`src/core/dtm_map.svh`:
```
// Constants of the data transfer message handler.
// Assumes inclusion by bare name from core files.
`ifndef DTM_MAP_SVH
`define DTM_MAP_SVH
`define DTM_CODE_REPLY 8'h21
`define DTM_CODE_REQUEST 8'h22
`define DTM_CODE_RESPONSE 8'h03
`define DTM_RC_INVALID_FIELD 8'hff
`define DTM_RSVD_BYTE 8'h00
`define DTM_LEN_REPLY 5'h10
`define DTM_LEN_REQUEST 5'h0e
`define DTM_LEN_RESPONSE 5'h04
`define DTM_ALERT_BAD_ROUTE 8'h01
`define DTM_ALERT_BAD_FIELD 8'h02
`define DTM_ALERT_UNEXPECTED 8'h03
`define DTM_ALERT_TOO_MANY 8'h04
`define DTM_ALIGN_MASK 3'h7
`define DTM_RX_LAST_IDX 4'hf
`endif

```
`src/core/dtm_pkg.sv`:
```
// Types shared by the data transfer message handler.
// Assumes nothing beyond a SystemVerilog compiler.
package dtm_pkg;
    typedef struct packed {
        logic [15:0] tag;
        logic [15:0] ident;
        logic [31:0] count;
    } dtm_offer_type;
    typedef struct packed {
        logic [15:0] channel;
        logic [31:0] route;
        logic [31:0] count;
    } dtm_grant_type;
    typedef struct packed {
        logic [31:0] offset;
        logic [31:0] count;
        logic [15:0] channel;
    } dtm_req_type;
    typedef enum logic [0:0] {
        DTM_TX_IDLE = 1'b0,
        DTM_TX_SEND = 1'b1
    } dtm_tx_state_type;
endpackage

```
`src/core/dtm_handler.sv`:
```
// Builds and checks data reply and data request messages; parses and checks received data replies.
// Assumes link framing, data frames and channel allocation sit outside, on the same clock.
`timescale 1ns/10ps
`include "dtm_map.svh"

module dtm_fifo #(
    parameter int WIDTH = 8,
    parameter int DEPTH = 8
) (
    input wire logic sys_clk_i,
    input wire logic rst_b_i,
    input wire logic in_valid_i,
    output logic in_ready_o,
    input wire logic [WIDTH-1:0] in_data_i,
    output logic out_valid_o,
    input wire logic out_ready_i,
    output logic [WIDTH-1:0] out_data_o
);
    localparam int AW = $clog2(DEPTH);
    logic [WIDTH-1:0] mem_q [DEPTH];
    logic [AW:0] wr_q, wr_d, rd_q, rd_d;
    logic full, empty;

    assign empty = (wr_q == rd_q);
    assign full = (wr_q[AW-1:0] == rd_q[AW-1:0]) && (wr_q[AW] != rd_q[AW]);
    assign in_ready_o = !full;
    assign out_valid_o = !empty;
    assign out_data_o = mem_q[rd_q[AW-1:0]];

    always_comb begin
        wr_d = wr_q;
        rd_d = rd_q;
        if (in_valid_i && !full) begin
            wr_d = wr_q + 1'b1;
        end
        if (out_ready_i && !empty) begin
            rd_d = rd_q + 1'b1;
        end
    end

    always_ff @(posedge sys_clk_i or negedge rst_b_i) begin
        if (!rst_b_i) begin
            wr_q <= '0;
            rd_q <= '0;
        end else begin
            wr_q <= wr_d;
            rd_q <= rd_d;
        end
    end

    // Storage needs no reset; empty flag guards stale words
    always_ff @(posedge sys_clk_i) begin
        if (in_valid_i && !full) begin
            mem_q[wr_q[AW-1:0]] <= in_data_i;
        end
    end
endmodule

// Contract
// - Send data reply, code 21h, only answering a held offer; several allowed.
// - A sent reply stays outstanding until its final data frame arrives.
// - Reply is 16 bytes: code, reserved, tag, route, count, channel, identifier.
// - Reply tag copies the tag of the answered offer.
// - Received reply with wrong route raises bad-route alert, then keeps waiting.
// - Reply count multiple of eight unless last; violation gives invalid-field alert.
// - Granted data frames use reply channel and route as address.
// - Same-channel successive grants run in order; different channels may overlap. Code holds back only the last granted channel.
// - Reply carries the identifier of the answered offer.
// - Other bad reply field gets response FFh; route, unexpected, overflow alert.
// - Data request uses code 22h, several per process, outstanding till final frame.
// - Request is 14 bytes: code, reserved, tag, offset, count, channel.
// - Request tag copies the originating command tag.
// - Request offset is always a multiple of eight.
// - Request count multiple of eight except the request holding the final byte.
// - Request offset plus count never exceeds the process transfer length.
// - Channel is allocated before request; nonconforming request may abort process.
// - New request only when none outstanding or each has seen a frame.
// - Response code FFh means parsed but at least one field invalid.
module dtm_handler #(
    parameter int OUT_W = 4,
    parameter int FIFO_DEPTH = 8
) (
    input wire logic sys_clk_i,
    input wire logic rst_b_i,
    input wire logic [15:0] cmd_tag_i,
    input wire logic [31:0] cmd_route_i,
    input wire logic [31:0] xfer_len_i,
    input wire logic [31:0] own_route_i,
    input wire logic offer_valid_i,
    input wire dtm_pkg::dtm_offer_type offer_i,
    input wire logic rep_go_i,
    input wire logic [15:0] rep_chan_i,
    input wire logic [31:0] rep_count_i,
    input wire logic rep_last_i,
    input wire logic rep_done_i,
    input wire logic req_go_i,
    input wire dtm_pkg::dtm_req_type req_i,
    input wire logic req_frame_first_i,
    input wire logic req_done_i,
    output logic cmd_err_o,
    output logic busy_o,
    output logic [OUT_W-1:0] rep_out_o,
    output logic [OUT_W-1:0] req_out_o,
    input wire logic rx_valid_i,
    input wire logic rx_sop_i,
    input wire logic [7:0] rx_data_i,
    input wire logic [15:0] exp_ident_i,
    input wire logic [31:0] data_left_i,
    output logic grant_valid_o,
    input wire logic grant_ready_i,
    output dtm_pkg::dtm_grant_type grant_o,
    input wire logic xmit_done_i,
    output logic alert_o,
    output logic [7:0] alert_code_o,
    output logic tx_valid_o,
    input wire logic tx_ready_i,
    output logic [7:0] tx_data_o
);
    dtm_pkg::dtm_tx_state_type st_q, st_d;
    logic [127:0] msg_q, msg_d;
    logic [4:0] left_q, left_d;
    dtm_pkg::dtm_offer_type offer_q, offer_d;
    logic offer_held_q, offer_held_d;
    logic [OUT_W-1:0] rep_out_q, rep_out_d, req_out_q, req_out_d, seen_q, seen_d;
    logic err_q, err_d, fifo_rdy, push;
    logic [127:0] rx_q, rx_d;
    logic [3:0] rx_idx_q, rx_idx_d;
    logic resp_pend_q, resp_pend_d;
    logic [15:0] resp_tag_q, resp_tag_d;
    dtm_pkg::dtm_grant_type pend_q, pend_d;
    logic pend_valid_q, pend_valid_d, act_q, act_d;
    logic [15:0] act_chan_q, act_chan_d;
    logic alert_q, alert_d;
    logic [7:0] acode_q, acode_d;
    logic [32:0] req_end;
    logic rep_ok, req_ok, rx_done, msg_start;
    logic [31:0] rx_route, rx_count;

    assign push = (st_q == dtm_pkg::DTM_TX_SEND);
    assign req_end = {1'b0, req_i.offset} + {1'b0, req_i.count};
    assign rep_ok = offer_held_q && ((rep_count_i[2:0] & `DTM_ALIGN_MASK) == 3'h0 || rep_last_i);
    assign req_ok = ((req_i.offset[2:0] & `DTM_ALIGN_MASK) == 3'h0)
        && ((req_i.count[2:0] & `DTM_ALIGN_MASK) == 3'h0 || req_end == {1'b0, xfer_len_i})
        && (req_end <= {1'b0, xfer_len_i})
        && (req_out_q == '0 || seen_q == req_out_q);
    assign msg_start = (st_q == dtm_pkg::DTM_TX_IDLE) && !resp_pend_q;
    assign rx_done = rx_valid_i && (rx_idx_q == `DTM_RX_LAST_IDX);
    assign rx_route = rx_d[95:64];
    assign rx_count = rx_d[63:32];

    // Message builder; a pending response goes ahead of new commands
    always_comb begin
        st_d = st_q;
        msg_d = msg_q;
        left_d = left_q;
        err_d = 1'b0;
        rep_out_d = rep_out_q;
        req_out_d = req_out_q;
        seen_d = seen_q;
        offer_d = offer_q;
        offer_held_d = offer_held_q;
        if (offer_valid_i) begin
            offer_d = offer_i;
            offer_held_d = 1'b1;
        end
        if (push && fifo_rdy) begin
            msg_d = {msg_q[119:0], 8'h00};
            left_d = left_q - 5'h01;
            if (left_q == 5'h01) begin
                st_d = dtm_pkg::DTM_TX_IDLE;
            end
        end
        if (rep_done_i && rep_out_q != '0) begin
            rep_out_d = rep_out_d - 1'b1;
        end
        if (req_frame_first_i && seen_q != req_out_q) begin
            seen_d = seen_q + 1'b1;
        end
        if (req_done_i && req_out_q != '0) begin
            req_out_d = req_out_q - 1'b1;
            seen_d = (seen_d != '0) ? seen_d - 1'b1 : seen_d;
        end
        if (st_q == dtm_pkg::DTM_TX_IDLE && resp_pend_q) begin
            msg_d = {`DTM_CODE_RESPONSE, `DTM_RC_INVALID_FIELD, resp_tag_q, 96'h0};
            left_d = `DTM_LEN_RESPONSE;
            st_d = dtm_pkg::DTM_TX_SEND;
        end else if (msg_start && rep_go_i) begin
            if (rep_ok) begin
                msg_d = {`DTM_CODE_REPLY, `DTM_RSVD_BYTE, offer_q.tag, own_route_i, rep_count_i,
                    rep_chan_i, offer_q.ident};
                left_d = `DTM_LEN_REPLY;
                st_d = dtm_pkg::DTM_TX_SEND;
                rep_out_d = rep_out_d + 1'b1;
            end else begin
                err_d = 1'b1;
            end
        end else if (msg_start && req_go_i) begin
            if (req_ok) begin
                msg_d = {`DTM_CODE_REQUEST, `DTM_RSVD_BYTE, cmd_tag_i, req_i.offset, req_i.count,
                    req_i.channel, 16'h0};
                left_d = `DTM_LEN_REQUEST;
                st_d = dtm_pkg::DTM_TX_SEND;
                req_out_d = req_out_d + 1'b1;
            end else begin
                err_d = 1'b1;
            end
        end
    end

    always_ff @(posedge sys_clk_i or negedge rst_b_i) begin
        if (!rst_b_i) begin
            st_q <= dtm_pkg::DTM_TX_IDLE;
            msg_q <= '0;
            left_q <= '0;
            err_q <= 1'b0;
            rep_out_q <= '0;
            req_out_q <= '0;
            seen_q <= '0;
            offer_q <= '0;
            offer_held_q <= 1'b0;
        end else begin
            st_q <= st_d;
            msg_q <= msg_d;
            left_q <= left_d;
            err_q <= err_d;
            rep_out_q <= rep_out_d;
            req_out_q <= req_out_d;
            seen_q <= seen_d;
            offer_q <= offer_d;
            offer_held_q <= offer_held_d;
        end
    end

    // Received reply checker and grant scheduler
    always_comb begin
        rx_d = rx_q;
        rx_idx_d = rx_idx_q;
        resp_pend_d = resp_pend_q;
        resp_tag_d = resp_tag_q;
        pend_d = pend_q;
        pend_valid_d = pend_valid_q;
        act_d = act_q;
        act_chan_d = act_chan_q;
        alert_d = 1'b0;
        acode_d = acode_q;
        if (st_q == dtm_pkg::DTM_TX_IDLE && resp_pend_q) begin
            resp_pend_d = 1'b0;
        end
        if (xmit_done_i) begin
            act_d = 1'b0;
        end
        if (grant_valid_o && grant_ready_i) begin
            pend_valid_d = 1'b0;
            act_d = 1'b1;
            act_chan_d = pend_q.channel;
        end
        if (rx_valid_i) begin
            rx_d = {rx_q[119:0], rx_data_i};
            rx_idx_d = rx_idx_q + 4'h1;
            if (rx_sop_i) begin
                rx_d = {120'h0, rx_data_i};
                rx_idx_d = 4'h1;
            end
        end
        if (rx_done && !rx_sop_i) begin
            rx_idx_d = 4'h0;
            if (rx_d[127:120] != `DTM_CODE_REPLY) begin
                alert_d = 1'b1;
                acode_d = `DTM_ALERT_UNEXPECTED;
            end else if (rx_route != cmd_route_i) begin
                alert_d = 1'b1;
                acode_d = `DTM_ALERT_BAD_ROUTE;
            end else if ((rx_count[2:0] & `DTM_ALIGN_MASK) != 3'h0 && rx_count < data_left_i) begin
                alert_d = 1'b1;
                acode_d = `DTM_ALERT_BAD_FIELD;
            end else if (rx_d[15:0] != exp_ident_i) begin
                resp_pend_d = 1'b1;
                resp_tag_d = rx_d[111:96];
            end else if (pend_valid_d) begin
                alert_d = 1'b1;
                acode_d = `DTM_ALERT_TOO_MANY;
            end else begin
                pend_d = '{channel: rx_d[31:16], route: rx_route, count: rx_count};
                pend_valid_d = 1'b1;
            end
        end
    end

    always_ff @(posedge sys_clk_i or negedge rst_b_i) begin
        if (!rst_b_i) begin
            rx_q <= '0;
            rx_idx_q <= '0;
            resp_pend_q <= 1'b0;
            resp_tag_q <= '0;
            pend_q <= '0;
            pend_valid_q <= 1'b0;
            act_q <= 1'b0;
            act_chan_q <= '0;
            alert_q <= 1'b0;
            acode_q <= '0;
        end else begin
            rx_q <= rx_d;
            rx_idx_q <= rx_idx_d;
            resp_pend_q <= resp_pend_d;
            resp_tag_q <= resp_tag_d;
            pend_q <= pend_d;
            pend_valid_q <= pend_valid_d;
            act_q <= act_d;
            act_chan_q <= act_chan_d;
            alert_q <= alert_d;
            acode_q <= acode_d;
        end
    end

    // channel of the last grant waits until its transfer is done
    assign grant_valid_o = pend_valid_q && !(act_q && act_chan_q == pend_q.channel);
    assign grant_o = pend_q;
    assign alert_o = alert_q;
    assign alert_code_o = acode_q;
    assign cmd_err_o = err_q;
    assign busy_o = (st_q == dtm_pkg::DTM_TX_SEND) || resp_pend_q;
    assign rep_out_o = rep_out_q;
    assign req_out_o = req_out_q;

    // Outgoing bytes queue here so the link can stall the builder
    dtm_fifo #(.WIDTH(8), .DEPTH(FIFO_DEPTH)) u_tx_fifo (
        .sys_clk_i(sys_clk_i),
        .rst_b_i(rst_b_i),
        .in_valid_i(push),
        .in_ready_o(fifo_rdy),
        .in_data_i(msg_q[127:120]),
        .out_valid_o(tx_valid_o),
        .out_ready_i(tx_ready_i),
        .out_data_o(tx_data_o)
    );
endmodule

```
`config.mk`:
```
export PLATFORM = sky130hd
export DESIGN_NAME = dtm_handler
export DESIGN_NICKNAME = d
export VERILOG_FILES = /design/src/core/dtm_pkg.sv /design/src/core/dtm_handler.sv
export VERILOG_INCLUDE_DIRS = /design/src /design/src/core
export SDC_FILE = /design/constraint.sdc
export NUM_CORES = 1
export LEC_CHECK = 0
export ABC_AREA = 1
export BUFFER_PORTS_ARGS = -buffer_cell sky130_fd_sc_hd__buf_4
export CAP_MARGIN = 0
export CORE_MARGIN = 2
export CORE_UTILIZATION = 55
export DETAILED_ROUTE_END_ITERATION = 6
export GPL_TIMING_DRIVEN = 1
export PLACE_DENSITY = 0.78
export SLEW_MARGIN = 20
export SYNTH_ARGS = -nofsm -noshare
export SYNTH_HDL_FRONTEND = slang
export SYNTH_HIERARCHICAL = 1
export SYNTH_SLANG_ARGS = --single-unit
```
`constraint.sdc`:
```
create_clock -name sys_clk_i -period 4.77 [get_ports sys_clk_i]
set_input_delay 0.2385 -clock sys_clk_i [delete_from_list [all_inputs] [get_ports sys_clk_i]]
set_output_delay 0.2385 -clock sys_clk_i [all_outputs]
set_load 0.005 [all_outputs]
```
**Yosys cells after proc, flatten, opt, wreduce, memory -nomap -nowiden**

Memories as Yosys holds them, arrays and structs flattened.
Index checks and enable logic that the tools add are counted.

- Flip-flop bits (word level): 444
- RAM bits: 64
- Output and inout bits: 109
- Memories: 1

Memory list:

| memory | words | width | rd ports | clocked after memory_dff | write ports | RTL line | source |
|---|---|---|---|---|---|---|---|
| u_tx_fifo.mem_q | 8 | 8 | 1 | 0 | 1 | dtm_handler.sv:20 | `logic [WIDTH-1:0] mem_q [DEPTH];` |

- Add/subtract/negate cells: 11
- Magnitude comparators: 2
- Equality and inequality tests: 13
- Mux-type cells: 68
- Bitwise operators: 6
- Reduce and logical (&&, ||, !) cells: 43

Operators with widths:

| operator | count |
|---|---|
| 128-bit two-way mux | 8 |
| 4-bit two-way mux | 15 |
| 8-bit two-way mux | 5 |
| 1-bit two-way mux | 34 |
| 32-bit by 32-bit adder with 33-bit output | 1 |
| 33-bit by 32-bit == test with 1-bit output | 1 |
| 33-bit by 32-bit <= comparator with 1-bit output | 1 |
| 32-bit < comparator | 1 |
| 32-bit inequality test | 1 |
| 5-bit two-way mux | 6 |
| 4-bit by 1-bit adder with 4-bit output, second input constant | 6 |
| 1-bit logical AND | 20 |
| 16-bit == test | 1 |
| 16-bit inequality test | 1 |
| 4-bit nonzero test | 4 |
| 4-bit by 1-bit subtractor with 4-bit output, second input constant | 3 |
| 3-bit logical NOT | 3 |
| 4-bit == test | 2 |
| 8-bit by 6-bit inequality test with 1-bit output, second input constant | 1 |
| 1-bit inverter | 6 |
| 6-bit AND reduction | 1 |
| 5-bit by 1-bit == test with 1-bit output, second input constant | 1 |
| 1-bit logical NOT | 5 |
| 5-bit AND reduction | 1 |
| other kinds (11) | 15 |

**Depth between registers and ports, before layout**

Gate-level depths: netlist (run 1).

- Word-level depth: 12
- Mapped depth: 31
- Mapped depth without buffers: 29

**Modules after synthesis**

Netlist (run 1), hierarchy kept.

By module, submodules not included:

| module | times used | cells an instance | area an instance (um2) |
|---|---|---|---|
| dtm_handler | 1 | 3314 | 24951.4 |
| dtm_fifo | 1 | 267 | 3042.9 |

**Worst setup path before layout (run 1)**

No wires, ideal clock.

- Kind: input to register
- Start: input port req_i[16] in the netlist's numbering
- End: register msg_q[56]
- Arrival: 3648 ps
- Data required time: 4655 ps
- Setup slack: 1007 ps
- Cell stages on the path: 27
- Path buffers: 2
- Cells stage by stage: ha_1 -> inv_1 -> fa_1 -> o21ai_1 -> nand2_1 -> nand2_1 -> nand2_1 -> nand2_1 -> nand4_1 -> o21ai_0 -> a21oi_1 -> xnor2_1 -> ha_1 -> a21oi_1 -> o21ai_0 -> a221oi_1 -> nand2_1 -> nand2_1 -> nand2_1 -> nand2_2 -> nand3_1 -> buf_2 -> buf_2 -> nand2_1 -> nand3_1 -> nand3_1 -> inv_1

- Word-level cells in the longest chain between the ends: 10
- Elaborated cells on any way between the ends: 12
- Classes of those cells: add/sub (1); order compare (1); eq/ne (1); mux (4); reduce/logical (5)

RTL lines:

| item | RTL line | source |
|---|---|---|
| start, declared | dtm_handler.sv:97 | `input wire dtm_pkg::dtm_req_type req_i,` |
| parallel branches: the longest is 4 deep, another holds 32-bit by 32-bit adder with 33-bit output | -- |  |
| 1-bit logical AND * (2 in a row) | dtm_handler.sv:142 | `` assign req_ok = ((req_i.offset[2:0] & `DTM_ALIGN_MASK) == 3'h0) `` |
| 128-bit two-way mux * | dtm_handler.sv:198 | `if (req_ok) begin` |
| 128-bit two-way mux * | dtm_handler.sv:197 | `end else if (msg_start && req_go_i) begin` |
| 128-bit two-way mux * | dtm_handler.sv:187 | `end else if (msg_start && rep_go_i) begin` |
| 128-bit two-way mux * | dtm_handler.sv:183 | `if (st_q == dtm_pkg::DTM_TX_IDLE && resp_pend_q) begin` |
| named net msg_d[56] | dtm_handler.sv:120 | `logic [127:0] msg_q, msg_d;` |
| end signal, assigned | dtm_handler.sv:223 | `msg_q <= msg_d;` |
| end, declared | dtm_handler.sv:120 |  |

Mark *: on every way through the listed nets, which the timed path passes.
A chain may end at the register's enable or synchronous reset.

**Worst setup path after layout (run 1)**

- Start: input port req_i[48] in the netlist's numbering
- End: register msg_q[17]

The elaborated chain is that of the path after synthesis.

==> results of run 1 <==
[cell usage after synthesis, drive strengths merged, types with 5 or more instances]
| library cell | n |
|---|---|
| dfrtp | 439 |
| mux2 | 7 |
| buf | 67 |
| nor2 | 117 |
| nor4 | 12 |
| nand2 | 1114 |
| xnor2 | 36 |
| or2 | 6 |
| nor3 | 23 |
| a21o | 6 |
| clkbuf | 136 |
| nand3 | 353 |
| ha | 106 |
| a21oi | 124 |
| o2111ai | 13 |
| o31ai | 5 |
| nand4 | 103 |
| mux2i | 9 |
| xor2 | 68 |
| inv | 423 |
| edfxtp | 64 |
| o21ai | 179 |
| o22ai | 132 |
| a211oi | 6 |
[worst max-delay path, cell delays in order]
cell      delay [ps]
buf_4            110
ha_1             160
inv_1             50
fa_1             400
o21ai_1          350
nand2_1          110
nand2_1          130
nand2_1           70
nand2_1          140
nand4_1          150
o21ai_0          370
a21oi_1          150
xnor2_1          150
ha_1             300
nand2_1          110
o21ai_0          100
a221oi_1         240
nand2_1          100
nand2_1           70
nand2_1           60
nand2_2          230
nand3_4          170
buf_12           270
nand2_1           90
nand3_1           90
nand3_1          140
inv_1             60
[cells by family after synthesis]
logic type,after synthesis
other,1
DFF,503
buffers and inverters,630
AOI/OAI and AO/OA,485
adders and majority gates,107
muxes,16
and+or+nand+nor,1735
xor gates and xnor gates,104
[area by class of cell]
class / count / area [µm²]
repair buffers: 612 / 5050
fillers: 4007 / 15400
diodes: 8 / 20.0
flip-flops and latches: 503 / 12900
clock inverters: 19 / 219
well taps: 672 / 841
inverters: 427 / 1610
clock buffers: 75 / 1490
multi-input cells: 2452 / 12600
[path summary, 6_finish.rpt]
kind	startpoint	end	slack, ps
worst max-delay path	req_i[48]	msg_q[17]	560
worst min-delay path	rep_count_i[11]	msg_q[43]	30
worst max register to register	req_out_o[0]	msg_q[17]	1520
worst min register to register	offer_q[51]	offer_q[51]	470
max in group asynchronous	rst_b_i	rx_q[69]	3230
min in group asynchronous	rst_b_i	msg_q[27]	250
[layer usage]
layer,vias to the layer above,routed length [µm]
met1,12613,36800
met3,208,7770
met2,1286,43300
met5,-,16
met4,2,4340
li1,12660,-
[state kept, by name (all words and copies together) (netlist names), 5 cells and up]
register,flops
act_chan_q,16
left_q,5
rx_q,128
resp_tag_q,16
offer_q,32
msg_q,128
grant_o,80
u_tx_fifo/mem_q,64
[repair_timing]
action                     CTS  global route
setup endpoints to repair    0             0
hold endpoints to repair   201             0
hold buffers               108             0
[power groups by stage]
| stage | Sequential [W] | Clock [W] | Combinational, W |
|---|---|---|---|
| after floorplan | 0.00568 | 0 | 0.00373 |
| after CTS | 0.00581 | 0.00417 | 0.00539 |
| after global placement | 0.00585 | 0 | 0.00511 |
| final | 0.00581 | 0.00414 | 0.00546 |
| after detailed placement | 0.00587 | 0 | 0.00523 |
| after global routing | 0.00590 | 0.00433 | 0.00616 |
[stage by stage]
stage                     cell area, µm²  hold slack (ps)   util  setup WS, ps  cells
final                              34800             31.7  0.693           561   4768
after floorplan                    28000            -57.1      -          1010   3585
after detailed placement           32000              323  0.637           120   4558
after global placement             32000              324  0.637           109   4558
after CTS                          34800            0.144  0.693           716   4760
after global routing               34800             37.8  0.693           241   4762
==> results.py, run 1 <==
metrics = {
    "logic_synthesis": {
        "synth_warnings": 6,
        "yosys.area_share.simple": 0.264,
        "synth_compound_area_frac": 0.0984,
        "async_flop_share": 0.873,
        "syn_avg_cell_area_um2": 7.82,
        "synthXorXnorAreaFrac": 0.0325,
        "yosys_register_bits": 503,
        "ys_top_cells_by_area": "dfrtp_1 39%, nand2_1 15%, edfxtp_1 6.9%, nand3_1 6.3%, inv_1 5.5%",
        "synthCells": 3581,
        "synth_top_area_share": 0.392,
        "syn-cell-area_um2": 28000,
        "synthAdderAreaFrac": 0.0481,
        "synth_seq_area_share": 0.461,
        "synth_top_family_by_area": "simple AND/OR/NAND/NOR gates",
        "synth_ff_type": "dfrtp_1",
        "synth_edf_count": 64,
        "yosysTopAreaCell": "dfrtp_1",
        "synthMuxAreaShare": 0.00603,
        "synth_cell_type_count": 59,
    },
    "floorplan": {
        "rows": 82,
        "core_um2": 50200,
        "floorplan.initialDensity": 0.558,
        "dieArea_um2": 52700,
        "die_w_um": 230,
        "ios": 483,
        "die_h_um": 230,
    },
    "critical_path": {
        "path_max_fanout": 64,
        "crit_type": "in2reg",
        "cp.required_ps": 5230,
        "crit_arrival_ps": 4670,
        "cp-end-kind": "flip-flop",
        "rr_worst_depth": 11,
        "crit_path_start_kind": "primary input",
    },
    "cts": {
        "cts_buffer_depth": 3,
        "path_clk_slew_ps": 60,
        "cts_tree": "built",
        "post_cts_buffers": 0,
        "cts_htree_levels": 2,
        "cts_resized": 0,
        "cts.sinks": 503,
        "clk_latency_ps": 590,
        "numCtsBuffers": 52,
        "root_buffer": "clkbuf_16",
    },
    "detailed_routing": {
        "num_vias": 26769,
        "wire_per_inst_um": 19.3,
        "vias_per_cell": 5.61,
        "drcViolationCount": 0,
        "drt_iter0_drc": 2821,
        "drt-total-wl_um": 92200,
        "ant_nets": 0,
        "firstDrtPassIters": 7,
    },
    "finish": {
        "nets": 4529,
        "drive_gt1_frac": 0.155,
        "synthToLayoutAreaGrowth_pct": 24.2,
        "mostFrequentLayoutCells": "1103 x nand2_1, 488 x buf_4, 439 x dfrtp_1",
        "final_common_cell": "nand2_1",
    },
    "sta": {
        "period_share": 0.882,
        "maxSlewViolCount": 0,
        "grt_setup_unrepaired": "false",
        "worst_clock_skew_ps": 15.2,
        "slew_headroom": 0.308,
        "hold_viol": 0,
        "fin_tns_setup_ps": 0,
        "finalCriticalPeriod_ps": 4210,
        "fmax_mhz": 238,
        "setup-violations-final": 0,
        "worst_slew_pin_slew_ps": 1040,
    },
    "pwr": {
        "p_per_area_nw_per_um2": 443,
        "p_switching_w": 0.00570,
        "max-vdd-ir-drop_mv": 0.415,
        "swShare": 0.370,
        "intPower_w": 0.00970,
        "fin_total_pwr_w": 0.0154,
        "power_frac_clock": 0.268,
        "power_leakage_nw": 18.0,
        "p_comb_frac": 0.354,
        "seqPwrFrac": 0.377,
    },
    "min_path": {
        "hp-class": "in2reg",
        "hold_path_depth": 5,
    },
    "global_route": {
        "grt_overflow": 0,
        "grt_max_degree": 149,
        "top_usage_layer": "met2",
        "grt_pass1_vias": 25633,
        "grtUsageMet3": 0.0542,
        "grt_use_met1": 0.462,
        "track_usage": 0.346,
        "grt_pass1_wl_um": 144000,
        "antenna_found_initial": 6,
        "grt_use_met2": 0.560,
    },
    "placed_design": {
        "dp_hpwl_um": 64400,
        "io_buffers": 445,
        "gp_congestion": 0.991,
    },
    "outcome": {
        "status": "completed",
    },
    "run": {
        "cap_violations": 0,
    },
}
No activity file was read; power rests on OpenSTA's default activity.
==> inputs of run 2 (changes only) <==
--- a/config.mk
+++ b/config.mk
@@ -6,14 +6,13 @@
 export SDC_FILE = /design/constraint.sdc
 export NUM_CORES = 1
 export LEC_CHECK = 0
-export ABC_AREA = 1
 export BUFFER_PORTS_ARGS = -buffer_cell sky130_fd_sc_hd__buf_4
 export CAP_MARGIN = 0
-export CORE_MARGIN = 2
+export CORE_MARGIN = 8
 export CORE_UTILIZATION = 55
 export DETAILED_ROUTE_END_ITERATION = 6
 export GPL_TIMING_DRIVEN = 1
-export PLACE_DENSITY = 0.78
+export PLACE_DENSITY = 0.79
 export SLEW_MARGIN = 20
 export SYNTH_ARGS = -nofsm -noshare
 export SYNTH_HDL_FRONTEND = slang
==> run 2 against run 1 <==
Compared with the run above: largest cell class is now multi-input gates; power up 4.4%; synthesized area shrank 1.5%; sequential power up 2%.
==> results.py, run 2 <==
metrics = {
    "logic_synthesis": {
        "synthCells": 2386,
        "yosys_register_bits": 503,
        "syn-cell-area_um2": 27600,
        "synth_seq_area_share": 0.468,
        "synthAdderAreaFrac": 0.0488,
        "synth_compound_area_frac": 0.135,
        "synth_warnings": 6,
        "ys_top_cells_by_area": "dfrtp_1 40%, mux2_2 8.0%, mux2i_1 7.2%, edfxtp_1 7.0%, ha_1 4.8%",
        "synthXorXnorAreaFrac": 0.0453,
        "synth_ff_type": "dfrtp_1",
        "async_flop_share": 0.873,
        "synth_top_area_share": 0.399,
        "syn_avg_cell_area_um2": 11.6,
        "synth_cell_type_count": 86,
        "yosys.area_share.simple": 0.0686,
        "yosysTopAreaCell": "dfrtp_1",
        "synth_top_family_by_area": "multiplexers",
        "synth_common_cells": "439 x dfrtp_1, 199 x mux2i_1, 196 x mux2_2, 130 x inv_1, 106 x ha_1",
        "synthMuxAreaShare": 0.190,
        "synth.most_common_cell": "dfrtp_1",
        "synth_edf_count": 64,
    },
    "finish": {
        "nFillCells": 3252,
        "nets": 3548,
        "synthToLayoutAreaGrowth_pct": 32.1,
        "postLayoutCellArea_um2": 36400,
        "finalNonFillerCells": 3794,
        "drive_gt1_frac": 0.311,
        "mostFrequentLayoutCells": "565 x buf_4, 439 x dfrtp_1, 196 x mux2_2",
        "final_common_cell": "buf_4",
    },
    "detailed_routing": {
        "num_vias": 23693,
        "vias_per_cell": 6.24,
        "drt-total-wl_um": 96600,
        "drt_iter0_drc": 2204,
        "wire_per_inst_um": 25.5,
        "ant_nets": 0,
        "firstDrtPassIters": 5,
        "drcViolationCount": 0,
    },
    "sta": {
        "setup-violations-final": 0,
        "worst_clock_skew_ps": 19.6,
        "maxSlewViolCount": 0,
        "grt_setup_unrepaired": "true",
        "period_share": 0.996,
        "worst_slew_pin_slew_ps": 1130,
        "slew_headroom": 0.237,
        "fmax_mhz": 210,
        "fin_tns_setup_ps": 0,
        "hold_viol": 0,
        "finalWorstSetupSlack_ps": 17.3,
        "timing.hold.ws_ps": 25.9,
        "finalCriticalPeriod_ps": 4750,
    },
    "placed_design": {
        "dp_worst_setup_slack_ps": -1290,
        "io_buffers": 445,
        "dp.cells": 3495,
        "dp_hpwl_um": 66400,
        "gp_congestion": 1.01,
        "place_area_um2": 32300,
    },
    "cts": {
        "cts.sinks": 503,
        "cts_htree_levels": 2,
        "cts_buffer_depth": 3,
        "root_buffer": "clkbuf_16",
        "path_clk_slew_ps": 60,
        "clk_latency_ps": 610,
        "cts_tree": "built",
        "numCtsBuffers": 52,
    },
    "min_path": {
        "hp-class": "in2reg",
        "min_from": "own_route_i[0]",
        "hold_path_end": "msg_q[64]",
        "hold_path_depth": 3,
    },
    "floorplan": {
        "die_h_um": 240,
        "core_um2": 49900,
        "ios": 483,
        "dieArea_um2": 57500,
        "die_w_um": 240,
        "floorplan.initialDensity": 0.553,
        "rows": 82,
    },
    "global_route": {
        "track_usage": 0.319,
        "antenna_found_initial": 15,
        "grt_pass1_wl_um": 143000,
        "grt_pass1_vias": 24615,
        "grt_overflow": 0,
        "grt_max_degree": 125,
    },
    "pwr": {
        "max-vdd-ir-drop_mv": 0.381,
        "p_per_area_nw_per_um2": 442,
        "power_leakage_nw": 17.1,
    },
    "critical_path": {
        "crit_path_start_kind": "primary input",
        "cp-end-kind": "flip-flop",
        "crit_type": "in2reg",
        "path_max_fanout": 6,
        "r2r_start": "rx_q[32]",
        "rr_worst_depth": 13,
        "cp.required_ps": 5220,
        "worst_r2r_endpoint": "grant_o[32]",
        "crit_arrival_ps": 5200,
        "rrSetupSlack_ps": 890,
    },
    "run": {
        "cap_violations": 0,
    },
    "outcome": {
        "status": "completed",
    },
}
-- run 2: changes by cell type in the layout (fill, tap and decap cells not counted), moves of 77 or more --
cell,delta
nand2_1,-1004
nand3_1,-321
inv_1,-282
mux2_2,+189
mux2i_1,+182
o21ai_0,-116
a22o_1,+92
nand4_1,-78
buf_4,+77
-- run 2: final cells by class --
class / count / area [µm²] / area share
antenna: 14 / 35.0 / 0.000963
clock buffer: 79 / 1530 / 0.0421
clock inverter: 16 / 243 / 0.00667
inverter: 131 / 492 / 0.0135
multi-input combinational: 1612 / 13900 / 0.382
sequential: 503 / 12900 / 0.355
tap: 672 / 841 / 0.0231
timing repair buffer: 767 / 6460 / 0.177
-- run 2: report_power, final --
part / switching, W / internal (W) / total (W)
sequential: 0.000713 / 0.00523 / 0.00594
combinational: 0.00305 / 0.00281 / 0.00585
clock: 0.00179 / 0.00249 / 0.00429
total: 0.00555 / 0.0105 / 0.0161
-- run 2: what timing repair did --
| action | CTS | global route |
|---|---|---|
| hold endpoints to repair | 190 | 0 |
| buffers inserted | 0 | 8 |
| pin swaps | 2 | 21 |
| gates resized for setup | 9 | 70 |
| setup endpoints to repair | 139 | 138 |
| hold buffers | 179 | 0 |
| cloned | 0 | 3 |
-- run 2: kinds of logic (layout without fill, tap and decap cells) --
kind of cell | count (synthesis) | in the layout
adder cells (fa/ha/maj) | 107 | 107
flip-flops | 503 | 503
buffers and inverters | 275 | 993
AND/OR/NAND/NOR | 369 | 369
multiplexers | 462 | 462
other | 1 | 19
XOR/XNOR | 140 | 140
AO/OA/AOI/OAI | 529 | 529
-- run 2: worst max-delay path by stage --
stage | from | to | slack, ps
floorplan | req_i[22] | req_out_o[0] | 9
global placement | req_i[24] | req_out_o[0] | -1080
detailed placement | req_i[24] | msg_q[100] | -1290
CTS | req_i[66] | msg_q[100] | 30
global route | req_i[28] | msg_q[44] | -230
finish | req_i[18] | msg_q[56] | 20
-- run 2: layer usage --
metal  global-route usage  part of all wire  vias up  wire length, µm
met4                0.167             0.061        6             5880
met1                0.393              0.38    11684            36400
met5                    0           0.00037        -               36
li1                     -                 -    10235                -
met2                0.524              0.48     1352            46000
met3               0.0716             0.085      416             8260
-- run 2: worst max-delay path, stage by stage --
cell and delay, ps:
buf_4 120, ha_1 320, o21ai_1 260, o211ai_1 190, o221ai_4 130, o21ai_2 110
and4_4 170, o41ai_4 320, o21ai_2 140, a221oi_4 380, xnor2_1 160, ha_2 190
or4_4 540, a211oi_2 240, o21ai_2 140, a211oi_2 240, nor3_2 90, nor4b_2 320
buf_4 250, buf_12 130, clkbuf_16 150, mux2i_1 220, o22ai_1 110
-- run 2: metrics by stage --
step	power (W)	util
floorplan	0.00953	-
global placement	0.0110	0.647
detailed placement	0.0113	0.647
CTS	0.0158	0.719
global route	0.0168	0.729
finish	0.0161	0.730
